[src/sssm_cfg.svh]
// Offsets, field positions and reset values of the strap and serial mode block
`ifndef SSSM_CFG_SVH
`define SSSM_CFG_SVH

`define SSSM_ADDR_W        4
`define SSSM_DATA_W        8
`define SSSM_SYNC_STAGES   2

`define SSSM_REG_CFG       4'h0
`define SSSM_REG_STAT      4'h1

`define SSSM_CFG_LPDIS_BIT 0
`define SSSM_CFG_PRES_BIT  1
`define SSSM_CFG_RST       8'h00

`define SSSM_ST_CLK_BIT    0
`define SSSM_ST_DAT_BIT    1
`define SSSM_ST_MODE_BIT   2
`define SSSM_ST_LPEN_BIT   3
`define SSSM_ST_INIT_BIT   4
`define SSSM_ST_CAP_BIT    5

`define SSSM_STRAP_RST     1'h0
`define SSSM_RDATA_NONE    8'h00

`endif

[src/sssm_pkg.sv]
// Types of the strap and serial mode block
package sssm_pkg;

  typedef enum logic {
    SSSM_SMBUS_SLAVE,
    SSSM_I2C_MASTER
  } sssm_mode_t;

  typedef enum logic {
    SSSM_CAP_WAIT,
    SSSM_CAP_HELD
  } sssm_cap_t;

endpackage

[src/sssm_sync.sv]
// Two-stage synchroniser, one chain per bit
`timescale 1ns/1ps
module sssm_sync #(
  parameter int WIDTH = 3
) (
  input  wire logic             clk,
  input  wire logic [WIDTH-1:0] d,
  output logic      [WIDTH-1:0] q
);

  genvar i;
  generate
    for (i = 0; i < WIDTH; i++) begin : g_bit
      logic meta_r;
      logic sync_r;
      always_ff @(posedge clk) begin
        meta_r <= d[i];
        sync_r <= meta_r;
      end
      assign q[i] = sync_r;
    end
  endgenerate

endmodule

[src/sssm_top.sv]
// Strap sampling at reset release and two-wire serial port mode selection
//
// Overview of operation
// - Mode select high: shared pins form the two-wire EEPROM master port.
// - Mode select low: shared pins form the SMBus slave port.
// - Clock strap low at reset release: downstream ports may initiate U1/U2.
// - Clock strap high: ports do not initiate U1/U2 but still accept it.
// - Data strap high makes the clock strap irrelevant.
// - Data strap high at reset release disables U1 and U2.
// - Data strap low at reset release keeps U1 and U2 enabled.
// - With EEPROM or SMBus present, the config disable bit decides instead.
`timescale 1ns/1ps
`include "sssm_cfg.svh"
module sssm_top (
  input  wire logic                    clk,
  input  wire logic                    nrst,
  input  wire logic                    serial_mode_select,
  input  wire logic                    scl_in,
  output logic                         scl_out,
  output logic                         scl_oe_n,
  input  wire logic                    sda_in,
  output logic                         sda_out,
  output logic                         sda_oe_n,
  input  wire logic                    eng_scl_low,
  input  wire logic                    eng_sda_low,
  output logic                         eng_scl,
  output logic                         eng_sda,
  output logic                         i2c_master_en,
  output logic                         smbus_slave_en,
  output logic                         u1u2_initiate_en,
  output logic                         u1u2_accept_en,
  input  wire logic [`SSSM_ADDR_W-1:0] reg_addr,
  input  wire logic [`SSSM_DATA_W-1:0] reg_wdata,
  input  wire logic                    reg_wr,
  input  wire logic                    reg_rd,
  output logic      [`SSSM_DATA_W-1:0] reg_rdata
);

  ////////////////////////////////////////////////////////////////////////
  // Pin synchronisers
  logic [2:0]            pins_s;
  logic                  mode_s;
  logic                  scl_s;
  logic                  sda_s;

  sssm_sync #(.WIDTH(3)) u_sync (
    .clk (clk),
    .d   ({serial_mode_select, sda_in, scl_in}),
    .q   (pins_s)
  );

  assign scl_s  = pins_s[0];
  assign sda_s  = pins_s[1];
  assign mode_s = pins_s[2];

  ////////////////////////////////////////////////////////////////////////
  // Strap capture
  sssm_pkg::sssm_cap_t cap_r;
  sssm_pkg::sssm_cap_t cap_nxt;
  logic                  clk_strap_r;
  logic                  dat_strap_r;
  logic                  take_straps;
  logic                  held;

  // First edge with reset released takes the straps
  assign take_straps = (cap_r == sssm_pkg::SSSM_CAP_WAIT);
  assign held        = (cap_r == sssm_pkg::SSSM_CAP_HELD);

  always_comb begin
    case (cap_r)
      sssm_pkg::SSSM_CAP_WAIT: cap_nxt = sssm_pkg::SSSM_CAP_HELD;
      sssm_pkg::SSSM_CAP_HELD: cap_nxt = sssm_pkg::SSSM_CAP_HELD;
      default:                 cap_nxt = sssm_pkg::SSSM_CAP_WAIT;
    endcase
  end

  always_ff @(posedge clk) begin
    if (!nrst) begin
      cap_r       <= sssm_pkg::SSSM_CAP_WAIT;
      clk_strap_r <= `SSSM_STRAP_RST;
      dat_strap_r <= `SSSM_STRAP_RST;
    end else begin
      cap_r <= cap_nxt;
      if (take_straps) begin
        clk_strap_r <= scl_s;
        dat_strap_r <= sda_s;
      end
    end
  end

  ////////////////////////////////////////////////////////////////////////
  // Serial mode and pin steering
  sssm_pkg::sssm_mode_t mode;

  assign mode = mode_s ? sssm_pkg::SSSM_I2C_MASTER : sssm_pkg::SSSM_SMBUS_SLAVE;
  assign i2c_master_en  = held && (mode == sssm_pkg::SSSM_I2C_MASTER);
  assign smbus_slave_en = held && (mode == sssm_pkg::SSSM_SMBUS_SLAVE);

  // Pins stay released until the straps are safely taken
  logic scl_drv_r;
  logic sda_drv_r;

  always_ff @(posedge clk) begin
    if (!nrst) begin
      scl_drv_r <= 1'h0;
      sda_drv_r <= 1'h0;
    end else begin
      scl_drv_r <= i2c_master_en && eng_scl_low;
      sda_drv_r <= (i2c_master_en || smbus_slave_en) && eng_sda_low;
    end
  end

  assign scl_out  = 1'h0;
  assign sda_out  = 1'h0;
  assign scl_oe_n = !scl_drv_r;
  assign sda_oe_n = !sda_drv_r;
  assign eng_scl  = scl_s;
  assign eng_sda  = sda_s;

  ////////////////////////////////////////////////////////////////////////
  // Registers
  logic [`SSSM_DATA_W-1:0] cfg_r;
  logic [`SSSM_DATA_W-1:0] stat;
  logic                    cfg_lpdis;
  logic                    cfg_pres;
  logic                    hit_cfg;
  logic                    hit_stat;
  logic [`SSSM_DATA_W-1:0] rdata_nxt;

  assign hit_cfg   = (reg_addr == `SSSM_REG_CFG);
  assign hit_stat  = (reg_addr == `SSSM_REG_STAT);
  assign cfg_lpdis = cfg_r[`SSSM_CFG_LPDIS_BIT];
  assign cfg_pres  = cfg_r[`SSSM_CFG_PRES_BIT];

  always_comb begin
    stat                    = `SSSM_RDATA_NONE;
    stat[`SSSM_ST_CLK_BIT]  = clk_strap_r;
    stat[`SSSM_ST_DAT_BIT]  = dat_strap_r;
    stat[`SSSM_ST_MODE_BIT] = mode_s;
    stat[`SSSM_ST_LPEN_BIT] = u1u2_accept_en;
    stat[`SSSM_ST_INIT_BIT] = u1u2_initiate_en;
    stat[`SSSM_ST_CAP_BIT]  = held;
  end

  assign rdata_nxt = !reg_rd   ? `SSSM_RDATA_NONE :
                     hit_cfg  ? cfg_r :
                     hit_stat ? stat : `SSSM_RDATA_NONE;

  always_ff @(posedge clk) begin
    if (!nrst) begin
      cfg_r     <= `SSSM_CFG_RST;
      reg_rdata <= `SSSM_RDATA_NONE;
    end else begin
      reg_rdata <= rdata_nxt;
      if (reg_wr && hit_cfg) begin
        cfg_r <= reg_wdata;
      end
    end
  end

  ////////////////////////////////////////////////////////////////////////
  // Low-power link policy
  logic lp_en;
  logic init_ok;

  // Config overrides straps; data strap overrides clock strap
  assign lp_en   = cfg_pres ? !cfg_lpdis : !dat_strap_r;
  assign init_ok = cfg_pres || dat_strap_r || !clk_strap_r;
  assign u1u2_accept_en   = held && lp_en;
  assign u1u2_initiate_en = held && lp_en && init_ok;
endmodule

[config.mk]
export PLATFORM = sky130hd
export DESIGN_NAME = sssm_top
export DESIGN_NICKNAME = d
export VERILOG_FILES = /design/src/sssm_pkg.sv /design/src/sssm_sync.sv /design/src/sssm_top.sv
export VERILOG_INCLUDE_DIRS = /design/src
export SDC_FILE = /design/constraint.sdc
export NUM_CORES = 1
export LEC_CHECK = 0
export ABC_AREA = 0
export BUFFER_PORTS_ARGS = -buffer_cell sky130_fd_sc_hd__buf_4
export CELL_PAD_IN_SITES_DETAIL_PLACEMENT = 1
export CELL_PAD_IN_SITES_GLOBAL_PLACEMENT = 2
export CORE_ASPECT_RATIO = 1.75
export CORE_UTILIZATION = 24
export CTS_BUF_LIST = sky130_fd_sc_hd__clkbuf_16
export DETAILED_ROUTE_END_ITERATION = 6
export PLACE_DENSITY = 0.76
export SKIP_LAST_GASP = 1
export SYNTH_ARGS = -nofsm -noshare
export SYNTH_HDL_FRONTEND = slang
export SYNTH_SLANG_ARGS = --single-unit
[constraint.sdc]
create_clock -name clk -period 1.4 [get_ports clk]
set_input_delay 0.35 -clock clk [delete_from_list [all_inputs] [get_ports clk]]
set_output_delay 0.35 -clock clk [all_outputs]
set_load 0.005 [all_outputs]
---- Word level (Yosys, flattened, before mapping) ----
Index checks and enable logic that the tools add are counted.
word-level totals
  register bits ........................... 27
  word-level logic and storage cells ...... 37
  latch bits .............................. 0
  bits in writable memories ............... 0
  output and inout bits ................... 18
  memory bits (read-only) ................. 0
  memories ................................ 0
  input port bits ......................... 21
cells by class
  shift-type cells ........................ 0
  div/mod/pow operators ................... 0
  muxes and demuxes ....................... 5
  reduce and logical (&&, ||, !) cells .... 17
  $add $sub $neg .......................... 0
  $lt $le $gt $ge ......................... 0
  multiply operators ...................... 0
  equality and inequality tests ........... 1
  bitwise operators ....................... 1
operators with widths
  operator              number
  $mux W8               1
  $logic_and A1 B1 Y1   7
  $mux W6               1
  $logic_not A1 Y1      5
  $eq A4 B1 Y1 const B  1
  $logic_not A4 Y1      1
  $logic_or A1 B1 Y1    3
  $mux W1               3
  $reduce_and A2 Y1     1
  $not A1 Y1            1

---- Longest topological paths before layout ----
  word-level depth ........................ 6
  gate-level depth with buffers ........... 4
  depth with buffers taken out ............ 3

---- Modules after synthesis ----
Synthesis repeated with hierarchy kept, for this count alone.
unflattened totals
  cells, all modules ...................... 90
  area total of the unflattened synthesis .. 959.7 um2
modules (own cells, without submodules)
  module     times used  area an instance (um2)  cells an instance  seq. area each (um2)
  sssm_top   1           817.0                   81                 420.4
  sssm_sync  1           142.6                   9                  120.1

---- Least setup slack after synthesis ----
OpenSTA, ideal clock, no wires.
  path type ............................... input to register
  start ................................... in reg_addr[3]
  end ..................................... reg cfg_r[0]
  required time ........................... 1.328 ns
  setup slack ............................. 0.059 ns
  path buffers ............................ 1
  stages .................................. 4
  setup time .............................. 0.072 ns
  arrival ................................. 1.269 ns
  path through ............................ or3_4 > nor3b_2 > buf_6 > mux2i_1
between the ends
  longest elaborated chain between the ends .. 2
RTL lines
  what                               RTL line         RTL
  start, declared                    sssm_top.sv:32   input wire logic [`SSSM_ADDR_W-1:0] reg_addr,
  $logic_not A4 Y1 (no source line)  --
  $logic_and A1 B1 Y1                sssm_top.sv:155  if (reg_wr && hit_cfg) begin
  end signal, assigned               sssm_top.sv:151  cfg_r <= `SSSM_CFG_RST;
  end signal, assigned               sssm_top.sv:156  cfg_r <= reg_wdata;
  end, declared                      sssm_top.sv:122  logic [`SSSM_DATA_W-1:0] cfg_r;
Every way passes these cells.
A chain may end at the register's enable or synchronous reset.

---- Final worst setup path ----
  start ................................... reg cfg_r[1]
  end ..................................... out u1u2_initiate_en
between the ends
  longest elaborated chain between the ends .. 3
  elaborated cells between the ends (all ways) .. 5
  those cells by class .................... mux (1); reduce/logical (4)
RTL lines
  what                                                              RTL line                          RTL
  $mux W1 / $logic_or A1 B1 Y1 (equally long branches)              sssm_top.sv:167, sssm_top.sv:168
  $logic_and A1 B1 Y1 / $logic_or A1 B1 Y1 (equally long branches)  sssm_top.sv:170, sssm_top.sv:168
  $logic_and A1 B1 Y1 (*)                                           sssm_top.sv:170                   assign u1u2_initiate_en = held && lp_en && init_ok;
  end, declared                                                     sssm_top.sv:30                    output logic u1u2_initiate_en,
Every way passes the cells marked *; elsewhere a longest branch is shown, timed or not.

==> impl_results.md <==
- Status: finished with violations
- Violated checks: setup timing
- First-pass GRT wire length: approximately 3500 um
- Initial DRC Count: 3
- H-tree Lvls: 1
- Worst VDD drop: between 0.0004 and 0.0005 V
- Unique masters post-synth: 19
- Unrepaired setup endpoints after global routing: yes
- Cells after synthesis: 87
- DIE WIDTH: 49.18 um
- Synthesis-stage register bit count: 27
- I/O pins: 39
- DRC errors left: 0
- Total Nets Final: approximately 150
- Setup tns final: -0.06018 ns
- Number of buffers created by CTS: 3
- Final Hold Viols: 0
- CP arrival: ~1.1 ns
- DR pass1 iterations: 4
- Initial antenna violation count: 0
- Clock Skews: between 0.003 and 0.004 ns
- Clock latency on the worst-skew pair: roughly 0.26 ns
- Drt wl/cell: around 12 um
- # hold bufs at CTS: 0
- Synth top cells by count: 27 x dfxtp_1, 17 x nand2_1, 10 x mux2i_1
- Ys Warns: 0
- Avg Inst Size Synth: approximately 11 um2
- Slowest CP cell: dfxtp_4
- Max Buffers Root-to-Sink: 2
- Max Cap Viol: 0
- Final non-filler cell total: 175
- Tmin final: 1.430 ns
- Gpl congestion: between 0.6 and 0.7
- CORE AREA: ~0.0037 mm2
- Vert. Die Dim: ~85 um
- Most common cell in the netlist: dfxtp_1
- Number of port buffers: 36
- Placed Cells: approximately 170
- Floorplan row count: 29
- Area grow syn2layout: 47.93%
- Area contributors post-synth: dfxtp_1 58%, mux2i_1 11%, nand2_1 6.8%
- Seq/Total Area, Yosys: just under 60%
- Combinational share of power: 8.3%
- Aggregate routed wire length: about 2100 um
- Final core utilization: 37.73%
- Final worst setup slack: -0.03030 ns
- Total number of vias: roughly 740
- Clock power frac: between 40% and 50%
- Total power: roughly 1600 uW
- Fin. max-slew vios: 0
- Yosys top cell area share: between 50 and 60%
- Final setup violation count: 2
- CP cell instances: nor2b_4, o21a_1, buf_4
- Net Sw Frac: 19.67%
- CP max FO: 4
- Clock transition at the registers of the reported paths: roughly 0.06 ns
- DP Area: 0.001259 mm2
- Antenna viol nets, final: 0
- Number of inserted diodes: 0
- CTS tree: yes
- Largest net degree at the start of global routing: 22
- Post-synth EDFFs: 0
- Post-synth ARST share: 0%
- Initial Util: 25.50%
- P_sw: approximately 300 uW
- Leakage: a little over 0.0006 uW
- CP required: 1.05 ns
- Vias per cell: around 4.2
- Int Pwr: ~1300 uW
- Post-route cell area: roughly 0.0014 mm2
- Hold Crit Class: in -> reg
- Final period utilization: 102.2%
- CTS sink cnt: 27
- Top FF cell, synth: dfxtp_1
- Crit Path Class: reg -> out
- CP max stage delay: 0.36 ns
- Synthesized area: 934.6 um2
- Achievable frequency: between 600 and 700 MHz
- Placed wire-length estimate: between 1500 and 2000 um
- Total Die Area: between 0.004 and 0.005 mm2
- Layout cell share with drive strength beyond 1: a little over two fifths
- Reg power frac: between 50% and 60%
- Global Route Usage Sum: a little under an eighth
- Vias in the first global route: about 790
- CTS root buf: clkbuf_16
- Grt total ovfl: 0
- Area leader, netlist: dfxtp_1
- CP startpoint kind: flip-flop
- Crit end category: output port
- Pwr dens: 1126 mW/mm2
power groups by stage:
stage	Combinational (uW)	Clock [uW]	Sequential, uW
after floorplan	52.2	0	813
after global placement	119	0	818
after detailed placement	123	0	820
after CTS	132	642	804
after global routing	141	675	803
final	130	626	800
timing repair:
| item | in CTS | in global routing |
|---|---|---|
| setup buffers | 3 | 0 |
| endpoints found under the hold margin | 0 | 0 |
| pin swaps | 2 | 1 |
| gates resized for setup | 7 | 2 |
| endpoints found under the setup margin | 4 | 3 |
cells in the final DEF, fill, tap and decap left out, drive strengths merged, types with 2 or more instances in the layout:
cell and count:
o21a 2, buf 43, nand2 17, inv 3, nor2 2, dfxtp 27
nor3 2, nor2b 4, a22o 6, conb 2, and2 3, mux2i 10
and3 2, clkbuf 3
cell families (layout without fill, tap and decap cells):
family                 count (synthesis)  in the layout  synth area share (%)
muxes                                 10             10                 10.71
AOI/OAI and AO/OA                      8              8                 7.228
DFF                                   27             27                 57.83
and+or+nand+nor                       33             33                 19.01
buffers and inverters                  8             49                 4.819
other                                  1              2                0.4012
state kept, by name (all words and copies together), names as in the netlist:
name	count
dat_strap_r	1
reg_rdata	8
cap_r	1
scl_drv_r	1
cfg_r	8
clk_strap_r	1
sda_drv_r	1
u_sync.g_bit.sync_r	3
u_sync.g_bit.meta_r	3
stage by stage:
step	worst slack, ns	hold WS (ns)
global placement	-0.1244	0.3103
CTS	-0.006920	0.1870
global route	-0.06309	0.1846
floorplan	0.05907	0.3096
detailed placement	-0.1406	0.3150
finish	-0.03030	0.1894
cell type report:
cell class | instances | area, um2
fill | 433 | 2282
timing repair buffer | 43 | 322.8
multi-input combinational | 53 | 365.4
sequential | 27 | 550.5
clock buffer | 3 | 75.07
inverter | 2 | 7.507
clock inverter | 1 | 3.754
tap | 46 | 57.56
final timing paths:
check                                             from  cells after the start                     end  slack [ns]
worst max-delay path                          cfg_r[1]                      3        u1u2_initiate_en       -0.03
worst min register to register  u_sync.g_bit[0].meta_r                      0  u_sync.g_bit[0].sync_r        0.33
worst min-delay path                serial_mode_select                      1  u_sync.g_bit[2].meta_r        0.19
worst max register to register                cfg_r[1]                      4            reg_rdata[3]        0.27
layer usage:
layer	share of wire, %	up-vias	global-route usage [%]	wire, um
li1	-	364	-	-
met3	3.1	5	1.087	66
met4	3.5	0	8.824	74
met2	60	24	21.54	1277
met5	0	-	0	0
met1	33	346	10.48	704
critical path, delay by kind of cell, from the launching register on:
family	cells	cell delay [ns]
AO/OA/AOI/OAI	1	0.20
buffers and inverters	1	0.14
AND/OR/NAND/NOR	1	0.13
flip-flops	1	0.36
No activity file was read; power rests on OpenSTA's default activity.
